### src/common/arc_pkg.sv
// Purpose: shared constants for the converter control block
// Assumes: 32-bit AHB-Lite register bus, word aligned registers
// Notes:   offsets are byte addresses within the block's window
package arc_pkg;

    localparam int unsigned ADDR_W = 8;

    // register byte offsets
    localparam logic [7:0] OFS_MODE      = 8'h00;
    localparam logic [7:0] OFS_CHSEL     = 8'h04;
    localparam logic [7:0] OFS_PORTCFG   = 8'h08;
    localparam logic [7:0] OFS_RESULT10  = 8'h0c;
    localparam logic [7:0] OFS_RESULT8   = 8'h10;
    localparam logic [7:0] OFS_IRQ_STAT  = 8'h14;
    localparam logic [7:0] OFS_IRQ_CLEAR = 8'h18;
    localparam logic [7:0] OFS_IRQ_EN    = 8'h1c;

    // converter_mode_reg fields, channel and port config widths
    localparam int unsigned MODE_START_BIT  = 7;
    localparam int unsigned MODE_ENABLE_BIT = 0;
    localparam int unsigned MODE_TIME_LSB   = 1;
    localparam int unsigned MODE_TIME_MSB   = 5;
    localparam int unsigned CHSEL_W         = 3;
    localparam int unsigned PORTCFG_W       = 4;

    // values after reset
    localparam logic [7:0]  MODE_RST     = 8'h00;
    localparam logic [2:0]  CHSEL_RST    = 3'h0;
    localparam logic [3:0]  PORTCFG_RST  = 4'h0;
    localparam logic [15:0] RESULT10_RST = 16'h0000;
    localparam logic [7:0]  RESULT8_RST  = 8'h00;
    localparam logic [0:0]  IRQ_EN_RST   = 1'h0;

    // conversion sequencing
    localparam int unsigned SAR_BITS       = 10;
    localparam int unsigned RESULT10_SHIFT = 6;
    localparam logic [3:0]  SAMPLE_STEPS   = 4'h2;
    localparam logic [9:0]  SAR_MSB_SET    = 10'h200;
    localparam int unsigned IRQ_CONV_END   = 0;

    typedef enum logic [1:0] {
        ARC_IDLE    = 2'b00,
        ARC_SAMPLE  = 2'b01,
        ARC_CONVERT = 2'b11
    } arc_state_t;

    // registers whose write cancels a finishing conversion
    function automatic logic is_cfg_reg(input logic [7:0] ofs);
        return (ofs == OFS_MODE) || (ofs == OFS_CHSEL) ||
               (ofs == OFS_PORTCFG);
    endfunction : is_cfg_reg

    function automatic logic is_result_reg(input logic [7:0] ofs);
        return (ofs == OFS_RESULT10) || (ofs == OFS_RESULT8);
    endfunction : is_result_reg

endpackage : arc_pkg

### src/verilog/arc_sar_seq.sv
// Purpose: sample and successive approximation sequencer
// Assumes: comparator output is synchronous to core_clk
// Notes:   conversion time covers sampling plus ten compare steps
module arc_sar_seq (
    input  wire logic        core_clk,
    input  wire logic        rst_n,
    input  wire logic        run,
    input  wire logic        restart,
    input  wire logic        hold,
    input  wire logic [4:0]  step_len,
    input  wire logic        cmp_in,
    output logic [9:0]       dac_code,
    output logic             sample_on,
    output logic             busy,
    output logic             done,
    output logic [9:0]       result
);

    arc_pkg::arc_state_t state_q, state_d;
    logic [4:0] cyc_q,  cyc_d;
    logic [3:0] step_q, step_d;
    logic [9:0] sar_q,  sar_d;
    logic [3:0] bit_q,  bit_d;
    logic       done_d;
    logic       step_end;

    assign step_end = (cyc_q == step_len);

    always_comb begin
        state_d = state_q;
        cyc_d   = step_end ? 5'h00 : cyc_q + 5'h01;
        step_d  = step_q;
        sar_d   = sar_q;
        bit_d   = bit_q;
        done_d  = 1'b0;
        if (!run) begin
            state_d = arc_pkg::ARC_IDLE; // abort at once, result kept
            cyc_d   = 5'h00;
        end else if (hold) begin
            cyc_d = cyc_q; // stop mode freezes, even a pending start
        end else if (restart || state_q == arc_pkg::ARC_IDLE) begin
            state_d = arc_pkg::ARC_SAMPLE;
            cyc_d   = 5'h00;
            step_d  = 4'h0;
        end else begin
            case (state_q)
                arc_pkg::ARC_SAMPLE: begin // sampling counts as conversion time
                    if (step_end) begin
                        step_d = step_q + 4'h1;
                        if (step_q + 4'h1 == arc_pkg::SAMPLE_STEPS) begin
                            state_d = arc_pkg::ARC_CONVERT;
                            sar_d   = arc_pkg::SAR_MSB_SET;
                            bit_d   = 4'(arc_pkg::SAR_BITS - 1);
                        end
                    end
                end
                arc_pkg::ARC_CONVERT: begin
                    if (step_end) begin
                        sar_d[bit_q] = cmp_in;
                        if (bit_q == 4'h0) begin
                            done_d  = 1'b1;
                            state_d = arc_pkg::ARC_SAMPLE; // next one at once
                            step_d  = 4'h0;
                        end else begin
                            bit_d        = bit_q - 4'h1;
                            sar_d[bit_d] = 1'b1;
                        end
                    end
                end
                default: state_d = arc_pkg::ARC_IDLE;
            endcase
        end
    end

    always_ff @(posedge core_clk) begin
        if (!rst_n) begin
            state_q <= arc_pkg::ARC_IDLE;
            cyc_q   <= 5'h00;
            step_q  <= 4'h0;
            sar_q   <= 10'h000;
            bit_q   <= 4'h0;
            done    <= 1'b0;
            result  <= 10'h000;
        end else begin
            state_q <= state_d;
            cyc_q   <= cyc_d;
            step_q  <= step_d;
            sar_q   <= sar_d;
            bit_q   <= bit_d;
            done    <= done_d;
            if (done_d) begin
                result <= sar_d;
            end
        end
    end

    assign dac_code  = sar_q;
    assign sample_on = (state_q == arc_pkg::ARC_SAMPLE);
    assign busy      = (state_q != arc_pkg::ARC_IDLE);

endmodule : arc_sar_seq

### src/verilog/arc_ctrl.sv
// Purpose: register file, result store and end interrupt of the converter
// Assumes: AHB-Lite single word transfers, zero wait states
// Notes:   result store arbitrates against reads and config writes
//
// Overview of operation
// - result read first, new result stored after
// - config write wins; no store, no interrupt
// - channel rewrite leaves end flag untouched
// - converter halts in stop mode
// - conversion time includes sampling
// - outside stop mode, channel write aborts and restarts conversion
// - clearing start stops, old result kept
// - each end without a config write stores, sets the end flag (interrupt only if enabled), starts next
// - reset clears both result registers
//
// Local design decisions: the register addresses and the AHB-Lite register port.
module arc_ctrl (
    input  wire logic        core_clk,
    input  wire logic        rst_n,
    // AHB-Lite slave
    input  wire logic        hsel,
    input  wire logic [31:0] haddr,
    input  wire logic [1:0]  htrans,
    input  wire logic        hwrite,
    input  wire logic [2:0]  hsize,
    input  wire logic [31:0] hwdata,
    input  wire logic        hready,
    output logic             hreadyout,
    output logic             hresp,
    output logic [31:0]      hrdata,
    // power state and analog side
    input  wire logic        stop_mode,
    input  wire logic        cmp_in,
    output logic [9:0]       dac_code,
    output logic             sample_on,
    output logic [2:0]       analog_channel,
    output logic [3:0]       analog_port_cfg,
    output logic             converter_enable,
    output logic             conv_busy,
    output logic             conv_end_interrupt
);

    logic [7:0]  converter_mode_reg_q,    converter_mode_reg_d;
    logic [2:0]  channel_select_reg_q,    channel_select_reg_d;
    logic [3:0]  analog_port_config_reg_q, analog_port_config_reg_d;
    logic [15:0] result_reg_10bit_q,      result_reg_10bit_d;
    logic [7:0]  result_reg_8bit_q,       result_reg_8bit_d;
    logic        conv_end_irq_flag_q,     conv_end_irq_flag_d;
    logic        irq_en_q,                irq_en_d;
    logic        pend_q,                  pend_d;
    logic [9:0]  pend_val_q,              pend_val_d;
    logic [31:0] hrdata_d;

    // bus phase tracking
    logic        wr_ph_q,   wr_ph_d;
    logic [7:0]  wr_ofs_q,  wr_ofs_d;
    logic        addr_ok;
    logic        rd_req;
    logic [7:0]  a_ofs;

    // sequencer hookup
    logic        run;
    logic        restart;
    logic        seq_done;
    logic [9:0]  seq_result;
    logic        cfg_wr;
    logic        chsel_wr;
    logic        store_now;
    logic [9:0]  store_val;
    logic        result_rd;
    logic        commit;

    assign a_ofs   = haddr[7:0];
    assign addr_ok = hsel && htrans[1] && hready;
    assign rd_req  = addr_ok && !hwrite;

    assign cfg_wr   = wr_ph_q && arc_pkg::is_cfg_reg(wr_ofs_q);
    assign chsel_wr = wr_ph_q && (wr_ofs_q == arc_pkg::OFS_CHSEL);

    // stop mode freezes, start bit alone gates the sequence
    assign run = converter_mode_reg_q[arc_pkg::MODE_START_BIT];
    assign restart = chsel_wr;

    arc_sar_seq u_seq (
        .core_clk  (core_clk),
        .rst_n     (rst_n),
        .run       (run),
        .restart   (restart),
        .hold      (stop_mode),
        .step_len  (converter_mode_reg_q[arc_pkg::MODE_TIME_MSB:
                                         arc_pkg::MODE_TIME_LSB]),
        .cmp_in    (cmp_in),
        .dac_code  (dac_code),
        .sample_on (sample_on),
        .busy      (conv_busy),
        .done      (seq_done),
        .result    (seq_result)
    );

    // result reads are served from the old value, store follows
    assign result_rd = rd_req && arc_pkg::is_result_reg(a_ofs);
    assign commit    = seq_done && !cfg_wr;

    always_comb begin
        pend_d     = 1'b0;
        pend_val_d = pend_val_q;
        store_now  = 1'b0;
        store_val  = seq_result;
        if (pend_q) begin
            store_now = 1'b1; // deferred store lands after the read
            store_val = pend_val_q;
        end
        if (commit) begin
            if (result_rd) begin
                pend_d     = 1'b1;
                pend_val_d = seq_result;
            end else begin
                store_now = 1'b1;
                store_val = seq_result;
            end
        end
    end

    always_comb begin
        result_reg_10bit_d = result_reg_10bit_q;
        result_reg_8bit_d  = result_reg_8bit_q;
        if (store_now) begin
            result_reg_10bit_d = {store_val, 6'h00};
            result_reg_8bit_d  = store_val[9:2];
        end
    end

    // register writes in the data phase
    always_comb begin
        wr_ph_d  = addr_ok && hwrite;
        wr_ofs_d = addr_ok ? a_ofs : wr_ofs_q;
        converter_mode_reg_d     = converter_mode_reg_q;
        channel_select_reg_d     = channel_select_reg_q;
        analog_port_config_reg_d = analog_port_config_reg_q;
        irq_en_d                 = irq_en_q;
        if (wr_ph_q) begin
            case (wr_ofs_q)
                arc_pkg::OFS_MODE:
                    converter_mode_reg_d = {hwdata[7:6], hwdata[5:0]};
                arc_pkg::OFS_CHSEL:
                    channel_select_reg_d = hwdata[2:0];
                arc_pkg::OFS_PORTCFG:
                    analog_port_config_reg_d = hwdata[3:0];
                arc_pkg::OFS_IRQ_EN:
                    irq_en_d = hwdata[arc_pkg::IRQ_CONV_END];
                default: ;
            endcase
        end
    end

    // sticky end flag; channel writes do not touch it
    always_comb begin
        conv_end_irq_flag_d = conv_end_irq_flag_q;
        if (wr_ph_q && wr_ofs_q == arc_pkg::OFS_IRQ_CLEAR &&
            hwdata[arc_pkg::IRQ_CONV_END]) begin
            conv_end_irq_flag_d = 1'b0;
        end
        // set after clear so a coinciding event is kept
        if (commit) begin
            conv_end_irq_flag_d = 1'b1;
        end
    end

    // read data from flops, sampled in the address phase
    always_comb begin
        hrdata_d = 32'h0000_0000;
        if (rd_req) begin
            case (a_ofs)
                arc_pkg::OFS_MODE:     hrdata_d[7:0] = converter_mode_reg_q;
                arc_pkg::OFS_CHSEL:    hrdata_d[2:0] = channel_select_reg_q;
                arc_pkg::OFS_PORTCFG:
                    hrdata_d[3:0] = analog_port_config_reg_q;
                arc_pkg::OFS_RESULT10: hrdata_d[15:0] = result_reg_10bit_q;
                arc_pkg::OFS_RESULT8:  hrdata_d[7:0] = result_reg_8bit_q;
                arc_pkg::OFS_IRQ_STAT:
                    hrdata_d[arc_pkg::IRQ_CONV_END] = conv_end_irq_flag_q;
                arc_pkg::OFS_IRQ_EN:
                    hrdata_d[arc_pkg::IRQ_CONV_END] = irq_en_q;
                default:               hrdata_d = 32'h0000_0000;
            endcase
        end
    end

    always_ff @(posedge core_clk) begin
        if (!rst_n) begin
            converter_mode_reg_q     <= arc_pkg::MODE_RST;
            channel_select_reg_q     <= arc_pkg::CHSEL_RST;
            analog_port_config_reg_q <= arc_pkg::PORTCFG_RST;
            result_reg_10bit_q       <= arc_pkg::RESULT10_RST;
            result_reg_8bit_q        <= arc_pkg::RESULT8_RST;
            conv_end_irq_flag_q      <= 1'b0;
            irq_en_q                 <= arc_pkg::IRQ_EN_RST;
            pend_q                   <= 1'b0;
            pend_val_q               <= 10'h000;
            wr_ph_q                  <= 1'b0;
            wr_ofs_q                 <= 8'h00;
            hrdata                   <= 32'h0000_0000;
        end else begin
            converter_mode_reg_q     <= converter_mode_reg_d;
            channel_select_reg_q     <= channel_select_reg_d;
            analog_port_config_reg_q <= analog_port_config_reg_d;
            result_reg_10bit_q       <= result_reg_10bit_d;
            result_reg_8bit_q        <= result_reg_8bit_d;
            conv_end_irq_flag_q      <= conv_end_irq_flag_d;
            irq_en_q                 <= irq_en_d;
            pend_q                   <= pend_d;
            pend_val_q               <= pend_val_d;
            wr_ph_q                  <= wr_ph_d;
            wr_ofs_q                 <= wr_ofs_d;
            hrdata                   <= hrdata_d;
        end
    end

    // zero wait states; hsize is not checked, only words are issued
    assign hreadyout = 1'b1;
    assign hresp     = 1'b0;

    assign analog_channel     = channel_select_reg_q;
    assign analog_port_cfg    = analog_port_config_reg_q;
    // enable only powers the analog front end; first result may be off
    assign converter_enable   =
        converter_mode_reg_q[arc_pkg::MODE_ENABLE_BIT];
    assign conv_end_interrupt = conv_end_irq_flag_q && irq_en_q;

endmodule : arc_ctrl

### config.mk
export PLATFORM = sky130hd
export DESIGN_NAME = arc_ctrl
export DESIGN_NICKNAME = d
export VERILOG_FILES = /design/src/common/arc_pkg.sv /design/src/verilog/arc_sar_seq.sv /design/src/verilog/arc_ctrl.sv
export SDC_FILE = /design/constraint.sdc
export NUM_CORES = 1
export LEC_CHECK = 0
export ABC_AREA = 0
export CAP_MARGIN = 20
export CORE_MARGIN = 4
export CORE_UTILIZATION = 60
export DETAILED_ROUTE_END_ITERATION = 8
export DONT_BUFFER_PORTS = 1
export PLACE_DENSITY = 0.87
export SLEW_MARGIN = 20
export SYNTH_ARGS = -nofsm -noshare
export SYNTH_HDL_FRONTEND = slang
export SYNTH_SLANG_ARGS = --single-unit
### constraint.sdc
create_clock -name core_clk -period 2.7 [get_ports core_clk]
set_input_delay 0.135 -clock core_clk [delete_from_list [all_inputs] [get_ports core_clk]]
set_output_delay 0.135 -clock core_clk [all_outputs]
set_load 0.03 [all_outputs]
==> results.py, run 1 <==
metrics = {
    "status": {
        "status": "finished clean",
    },
    "clocking": {
        "clock_latency_ns": 0.36,
        "htreeDepth": 3,
        "cts_buffers": 9,
        "cts_tree": "built",
        "clock_sinks": 99,
        "clock_path_buffers": 2,
        "cts_root_buf": "clkbuf_8",
        "path_clk_slew_ns": 0.10,
        "cts_resized": 0,
    },
    "final_layout": {
        "most-common-layout-cells": "dfxtp_1, nor2_1, nand2_1",
        "fin_area_mm2": 0.005421,
        "layout-drive-gt1-share_pct": 8.789,
        "syn_to_final_growth_pct": 8.951,
        "final_common_cell": "dfxtp_1",
        "final_cells": 706,
        "post-route-util_pct": 68.73,
        "nNetsFinal": 685,
        "nFillCells": 576,
    },
    "sta": {
        "finClkSkew_ns": 0.01470,
        "slew_violations": 0,
        "finalSetupViolCount": 0,
        "fin_crit_sh_pct": 91.18,
        "hold_viol_final": 0,
        "worstMarginPinSlew_ns": 0.6423,
        "max_freq_ghz": 0.4062,
        "rsz0062_at_grt": "false",
        "setup-tns-final_ns": 0,
        "slew-limit-headroom_pct": 56.85,
        "layout_min_cycle_time_ns": 2.462,
    },
    "critical_path": {
        "reg2regPathDepth": 8,
        "critPathLaunchType": "register",
        "crit_type": "reg -> reg",
        "crit_required_ns": 3.00,
        "cp-end-kind": "register",
        "crit_fanout": 10,
        "critPathArrivalTime_ns": 2.76,
    },
    "placed_design": {
        "gp_congestion": 0.9112,
        "dp.cells": 668,
        "hpwl_um": 8633,
        "postPlaceCellArea_mm2": 0.005009,
        "port-buffer-count": 0,
    },
    "pwr": {
        "power_density_mw_per_mm2": 473.9,
        "power.switching_uw": 626.8,
        "p_leak_uw": 0.002007,
        "seqPwrFrac_pct": 57.3,
        "p_sw_share_pct": 24.40,
        "p_int_uw": 1943,
        "peakVddDrop_mv": 0.2974,
        "power_uw": 2569,
        "power.share.combinational_pct": 5.2,
        "pwr-share-clk_pct": 37.5,
    },
    "floorplan": {
        "dieArea_mm2": 0.009814,
        "die_w_um": 99.07,
        "die_y_um": 99.07,
        "core-area_mm2": 0.007888,
        "initial_utilization_pct": 63.09,
        "row_count": 32,
        "boundaryPins": 131,
    },
    "yosys": {
        "yosysSeqAreaShare_pct": 39.83,
        "ys_ff_latch": 99,
        "syn_avg_cell_area_um2": 8.434,
        "postSynthCellCount": 590,
        "ys_warn_count": 0,
        "ys.flop_type": "dfxtp_1",
        "yosysTopAreaCell": "dfxtp_1",
        "synth_edf_count": 0,
        "netlist_area_mm2": 0.004976,
        "synthDominantCellAreaShare_pct": 39.83,
        "ys_types": 68,
        "async_reset_ff_share_pct": 0,
        "synth_area_leaders": "dfxtp_1, mux2i_1, nor2_1",
    },
    "drt": {
        "remaining_drc_errors": 0,
        "wl_per_cell_um": 18.01,
        "vias_per_cell": 6.249,
        "routed_wl_um": 12710,
        "drt_pass1_iterations": 5,
        "ant_nets": 0,
        "initialDrtViolationCount": 265,
        "num_vias": 4412,
    },
    "global_route": {
        "grt_max_degree": 64,
        "grt_pass1_vias": 4137,
        "grt_pass1_wl_um": 20240,
        "grt_remaining_overflow": 0,
        "antenna_found_initial": 1,
        "grtUsageTotal_pct": 25.32,
    },
    "worst_hold_path": {
        "min_path_cells": 3,
        "hp-class": "in -> reg",
    },
    "run": {
        "maxCapViolCount": 0,
    },
}
-- layout make-up --
cell class                 instances  area [um^2]  area share, %
multi-input combinational        440         2721          50.20
tap                              102        127.6          2.354
clock buffer                       9        123.9          2.285
antenna                            1        2.502        0.04616
sequential                        99         1982          36.56
clock inverter                     7        76.32          1.408
timing repair buffer              38        350.3          6.462
inverter                          10        37.54         0.6924
-- power groups by stage --
stage / combinational (uW) / clock [uW] / sequential, uW
final: 135 / 963 / 1470
after global routing: 142 / 1040 / 1470
after CTS: 130 / 973 / 1470
after detailed placement: 95.8 / 0 / 1510
after global placement: 93.3 / 0 / 1510
after floorplan: 118 / 0 / 1500
-- state kept, by name, summed over array words and instances, names as in the netlist, 2 cells and up --
signal	flops
analog_port_cfg	4
wr_ofs_q	8
u_seq.bit_q	4
pend_val_q	10
u_seq.cyc_q	5
result_reg_10bit_q	2
u_seq.result	10
hrdata	16
analog_channel	3
u_seq.state_q	2
u_seq.step_q	4
converter_mode_reg_q	8
u_seq.dac_code	10
result_reg_8bit_q	8
-- synth_stat cells (7+ instances only) --
cell type	count
a211oi_1	12
a21oi_1	40
a31oi_1	13
and2_1	12
buf_4	18
clkbuf_1	31
dfxtp_1	99
ha_1	11
inv_1	9
mux2i_1	41
nand2_1	56
nand3_1	20
nor2_1	71
nor3_1	14
o21ai_0	19
or3_1	7
-- what timing repair did --
item / CTS / global route
buffers inserted: 0 / 0
endpoints found under the hold margin: 51 / 0
hold buffers: 21 / 0
-- critical path, stage by stage (launching register included) --
cell      delay, ns
dfxtp_1        0.52
inv_1          0.16
ha_1           0.34
nor3b_1        0.22
buf_4          0.16
nor3_1         0.25
o21bai_1       0.16
or4_1          0.43
a21oi_1        0.15
-- cell families (layout without fill, tap and decap cells) --
group | after synthesis | after routing | synth area share [%]
AOI/OAI and AO/OA | 132 | 132 | 17.73
and+or+nand+nor | 227 | 227 | 22.43
adders and majority gates | 12 | 12 | 2.967
DFF | 99 | 99 | 39.83
muxes | 45 | 45 | 9.152
other | 2 | 19 | 0.1509
xor gates and xnor gates | 6 | 6 | 1.056
buffers and inverters | 67 | 64 | 6.688
-- through the flow --
stage          setup slack [ns]  hold WS [ns]
3_3_place_gp             0.3785        0.2184
4_1_cts                  0.2916     0.0005862
6_report                 0.2381       0.01300
5_1_grt                  0.1076       0.02826
3_5_place_dp             0.3175        0.2181
2_1_floorplan            0.3929        0.2710
-- final timing paths --
path / end / slack, ns / startpoint
worst min-delay path: hrdata[4] / 0.01 / haddr[3]
worst max-delay path: u_seq.bit_q[1] / 0.24 / u_seq.bit_q[1]
worst min register to register: wr_ofs_q[1] / 0.46 / wr_ofs_q[1]
worst max register to register: u_seq.bit_q[1] / 0.24 / u_seq.bit_q[1]
-- per-layer routing --
layer  global-route usage (%)  share of wire (%)  wire, um
met1                    32.40                 41      5174
met2                    40.91                 48      6127
met3                    4.246                7.8       991
met4                    13.13                3.3       418
met5                        0                  0         0
Power figures use the tool's default switching activity.
==> run 2: changes to the inputs <==
--- a/config.mk
+++ b/config.mk
@@ -11,7 +11,7 @@
 export CORE_UTILIZATION = 60
 export DETAILED_ROUTE_END_ITERATION = 8
 export DONT_BUFFER_PORTS = 1
-export PLACE_DENSITY = 0.87
+export PLACE_DENSITY = 0.82
 export SLEW_MARGIN = 20
 export SYNTH_ARGS = -nofsm -noshare
 export SYNTH_HDL_FRONTEND = slang
==> results.py, run 2 (synthesis gave the netlist of run 1 again) <==
metrics = {
    "drt": {
        "routed_wl_um": 12400,
        "remaining_drc_errors": 0,
        "ant_nets": 0,
        "initialDrtViolationCount": 362,
        "num_vias": 4346,
        "vias_per_cell": 6.182,
        "drt_pass1_iterations": 6,
        "wl_per_cell_um": 17.64,
    },
    "global_route": {
        "grt_pass1_wl_um": 20020,
        "grt_remaining_overflow": 0,
        "grtUsageTotal_pct": 24.90,
        "grt_max_degree": 64,
        "antenna_found_initial": 0,
        "grt_pass1_vias": 3963,
    },
    "critical_path": {
        "crit_required_ns": 3.01,
        "crit_type": "reg -> reg",
        "critPathMaxStageDelay_ns": 0.63,
        "cp-end-kind": "register",
        "slowest_stage": "or4_1",
        "critPathArrivalTime_ns": 2.71,
        "crit_chain": "or4_4 -> or4_1 -> nand2_4 -> o221ai_2 -> or3_1 -> a21oi_2",
        "crit_fanout": 5,
        "r2r_slack_ns": 0.29,
        "critPathLaunchType": "register",
    },
    "floorplan": {
        "boundaryPins": 131,
        "core-area_mm2": 0.007888,
        "die_y_um": 99.07,
        "row_count": 32,
        "initial_utilization_pct": 63.09,
        "dieArea_mm2": 0.009814,
        "die_w_um": 99.07,
    },
    "final_layout": {
        "layout-drive-gt1-share_pct": 8.652,
        "syn_to_final_growth_pct": 8.323,
        "post-route-util_pct": 68.34,
        "most-common-layout-cells": "dfxtp_1, nor2_1, nand2_1",
        "diodes": 0,
        "largest_register_ffs": 16,
        "largest_register": "hrdata",
        "nNetsFinal": 683,
        "final_common_cell": "dfxtp_1",
    },
    "status": {
        "status": "finished clean",
    },
    "clocking": {
        "htreeDepth": 3,
        "clock_latency_ns": 0.37,
        "path_clk_slew_ns": 0.11,
        "clock_path_buffers": 2,
        "cts_tree": "built",
        "cts_buffers": 9,
        "cts_root_buf": "clkbuf_8",
        "clock_sinks": 99,
    },
    "sta": {
        "setup-tns-final_ns": 0,
        "slew-limit-headroom_pct": 55.87,
        "layout_min_cycle_time_ns": 2.406,
        "worstMarginPinSlew_ns": 0.6620,
        "fin_crit_sh_pct": 89.10,
        "rsz0062_at_grt": "false",
        "fin_ws_ns": 0.2944,
        "finalSetupViolCount": 0,
        "slew_violations": 0,
        "finClkSkew_ns": 0.01120,
        "hold_viol_final": 0,
        "max_freq_ghz": 0.4157,
    },
    "run": {
        "maxCapViolCount": 0,
    },
    "placed_design": {
        "port-buffer-count": 0,
        "post-place-ws_ns": 0.3365,
        "hpwl_um": 8559,
        "gp_congestion": 0.8743,
    },
    "pwr": {
        "p_leak_uw": 0.001989,
        "peakVddDrop_mv": 0.2280,
        "power_density_mw_per_mm2": 472.4,
    },
    "worst_hold_path": {
        "hp-class": "in -> reg",
    },
}
-- run 2: area by class of cell --
class | count | area [um^2]
clock buffers | 9 | 123.9
flip-flops and latches | 99 | 1982
repair buffers | 36 | 332.8
fillers | 613 | 2497
inverters | 10 | 37.54
multi-input cells | 440 | 2721
well taps | 102 | 127.6
clock inverters | 7 | 65.06
-- run 2: path summary, 6_finish.rpt --
path / from / cells past startpoint / end
min reg2reg: wr_ofs_q[6] / 2 / wr_ofs_q[6]
max: wr_ofs_q[7] / 6 / u_seq.step_q[1]
max reg2reg: wr_ofs_q[7] / 6 / u_seq.step_q[1]
min: haddr[3] / 3 / hrdata[1]
-- run 2: through the flow --
| stage | hold slack, ns | power, uW | instances | instance area [um^2] |
|---|---|---|---|---|
| 2_1_floorplan | 0.2710 | 1620 | 606 | 5036 |
| 3_3_place_gp | 0.2203 | 1600 | 667 | 5001 |
| 3_5_place_dp | 0.2196 | 1602 | 667 | 5001 |
| 4_1_cts | 0.002043 | 2541 | 703 | 5390 |
| 5_1_grt | 0.01187 | 2628 | 703 | 5390 |
| 6_report | 0.009892 | 2546 | 703 | 5390 |
-- run 2: worst max-delay path: cells and delay by family, from the launching register on --
family	cells	cell delay, ns
AND/OR/NAND/NOR	4	1.74
AO/OA/AOI/OAI	2	0.28
flip-flops	1	0.33
-- run 2: per-layer routing --
layer  global-route usage [%]  share of wire [%]  up-vias
li1                         -                  -     2080
met1                    32.86                 42     2033
met2                    39.62                 47      200
met3                    6.369                8.1       33
met4                    8.508                2.7        0
met5                        0                  0        -
-- run 2: repair_timing --
item	in CTS	in global routing
resized for setup	0	0
hold buffers	20	0
buffers inserted	0	0
endpoints found under the hold margin	50	0
-- run 2: power breakdown --
part / total [uW] / internal [uW] / switching, uW
Sequential: 1470 / 1460 / 5.94
Combinational: 134 / 40.9 / 93.6
Clock: 941 / 360 / 581
==> run 3: changes to the inputs <==
--- a/config.mk
+++ b/config.mk
@@ -12,6 +12,7 @@
 export DETAILED_ROUTE_END_ITERATION = 8
 export DONT_BUFFER_PORTS = 1
 export PLACE_DENSITY = 0.82
+export RECOVER_POWER = 50
 export SLEW_MARGIN = 20
 export SYNTH_ARGS = -nofsm -noshare
 export SYNTH_HDL_FRONTEND = slang
==> results.py, run 3 (synthesis gave the netlist of run 1 again) <==
metrics = {
    "drt": {
        "num_vias": 4303,
        "vias_per_cell": 6.121,
        "wl_per_cell_um": 17.66,
        "routed_wl_um": 12410,
        "initialDrtViolationCount": 313,
        "ant_nets": 0,
        "drt_pass1_iterations": 5,
        "remaining_drc_errors": 0,
    },
    "critical_path": {
        "crit_fanout": 5,
        "crit_type": "reg -> reg",
        "r2r_slack_ns": 0.29,
        "r2r-end": "u_seq.step_q[1]",
        "reg2regPathDepth": 6,
        "critPathLaunchType": "register",
        "critPathArrivalTime_ns": 2.71,
        "cp-end-kind": "register",
        "crit_required_ns": 3.01,
        "r2r-start": "wr_ofs_q[7]",
    },
    "floorplan": {
        "row_count": 32,
        "die_w_um": 99.07,
        "die_y_um": 99.07,
        "core-area_mm2": 0.007888,
        "initial_utilization_pct": 63.09,
        "dieArea_mm2": 0.009814,
        "boundaryPins": 131,
    },
    "final_layout": {
        "layout-drive-gt1-share_pct": 7.987,
        "diodes": 0,
        "largest_register_ffs": 16,
        "most-common-layout-cells": "dfxtp_1, nor2_1, nand2_1",
        "nNetsFinal": 683,
        "final_common_cell": "dfxtp_1",
        "syn_to_final_growth_pct": 7.971,
        "final_cells": 703,
        "largest_register": "hrdata",
    },
    "clocking": {
        "clock_path_buffers": 2,
        "cts_root_buf": "clkbuf_8",
        "htreeDepth": 3,
        "cts_buffers": 9,
        "clock_sinks": 99,
        "clock_latency_ns": 0.37,
        "cts_tree": "built",
        "path_clk_slew_ns": 0.11,
    },
    "global_route": {
        "antenna_found_initial": 0,
        "grt_pass1_vias": 3963,
        "grt_max_degree": 64,
        "grtUsageTotal_pct": 24.90,
        "grt_remaining_overflow": 0,
        "grt_pass1_wl_um": 20020,
    },
    "sta": {
        "hold_viol_final": 0,
        "slew_violations": 0,
        "finClkSkew_ns": 0.01214,
        "rsz0062_at_grt": "false",
        "max_freq_ghz": 0.4158,
        "worstMarginPinSlew_ns": 0.6609,
        "fin_crit_sh_pct": 89.08,
        "finalSetupViolCount": 0,
        "layout_min_cycle_time_ns": 2.405,
        "fin_ws_ns": 0.2948,
        "setup-tns-final_ns": 0,
        "slew-limit-headroom_pct": 55.53,
        "hold_ws_ns": 0.008185,
    },
    "pwr": {
        "peakVddDrop_mv": 0.2283,
        "p_leak_uw": 0.001968,
        "power_density_mw_per_mm2": 473.0,
    },
    "placed_design": {
        "dp.cells": 667,
        "gp_congestion": 0.8743,
        "post-place-ws_ns": 0.3365,
        "port-buffer-count": 0,
        "hpwl_um": 8559,
    },
    "worst_hold_path": {
        "whs_endpoint": "hrdata[1]",
        "worstHoldStart": "haddr[3]",
        "min_path_cells": 3,
        "hp-class": "in -> reg",
    },
    "status": {
        "status": "finished clean",
    },
    "run": {
        "maxCapViolCount": 0,
    },
}
run 3: cell count changes in the layout (fill, tap and decap cells not counted), sizes merged:
cell,before,now
buf,16,13
clkbuf,9,12
run 3: timing repair:
action | CTS | global route
gates resized for setup | 0 | 0
hold endpoints to repair | 50 | 0
hold buffers | 20 | 0
setup buffers | 0 | 0
run 3: report_power, final:
part / switching (uW) / internal, uW
sequential: 5.82 / 1460
combinational: 93.1 / 40.4
clock: 577 / 360
run 3: per-layer routing:
metal  routed length [um]  vias up  part of all wire (%)  GRT usage [%]
li1                     -     2075                     -              -
met1                 5255     1996                    42          32.86
met2                 5811      199                    47          39.62
met3                 1028       33                   8.3          6.369
met4                  318        0                   2.6          8.508
met5                    0        -                     0              0
run 3: worst max path at each step:
stage          cells after the start                   end  slack, ns      startpoint
6_report                           6       u_seq.step_q[1]       0.29     wr_ofs_q[7]
5_1_grt                            8        u_seq.bit_q[1]        0.1  u_seq.bit_q[0]
4_1_cts                            7  result_reg_8bit_q[5]       0.30     wr_ofs_q[7]
3_5_place_dp                       6       u_seq.step_q[1]       0.34     wr_ofs_q[7]
3_3_place_gp                       6       u_seq.step_q[1]       0.38     wr_ofs_q[7]
2_1_floorplan                      9       u_seq.result[1]       0.39  u_seq.bit_q[0]
run 3: metrics by stage:
stage                     power [uW]  util, %  instance area (um^2)
after floorplan                 1620        -                  5036
after global placement          1600    63.40                  5001
after detailed placement        1602    63.40                  5001
after CTS                       2541    68.34                  5390
after global routing            2627    68.12                  5373
final                           2541    68.12                  5373
run 3: layout make-up:
class	instances	area (um^2)
clock inverter	7	65.06
sequential	99	1982
tap	102	127.6
multi-input combinational	440	2715
inverter	10	37.54
clock buffer	9	123.9
fill	621	2515
timing repair buffer	36	321.6
run 3: critical path, cell delays in order, from the launching register on:
cell and delay, ns:
dfxtp_1 0.33, or4_4 0.56, or4_1 0.62, nand2_4 0.13, o221ai_2 0.14, or3_1 0.42, a21oi_2 0.14
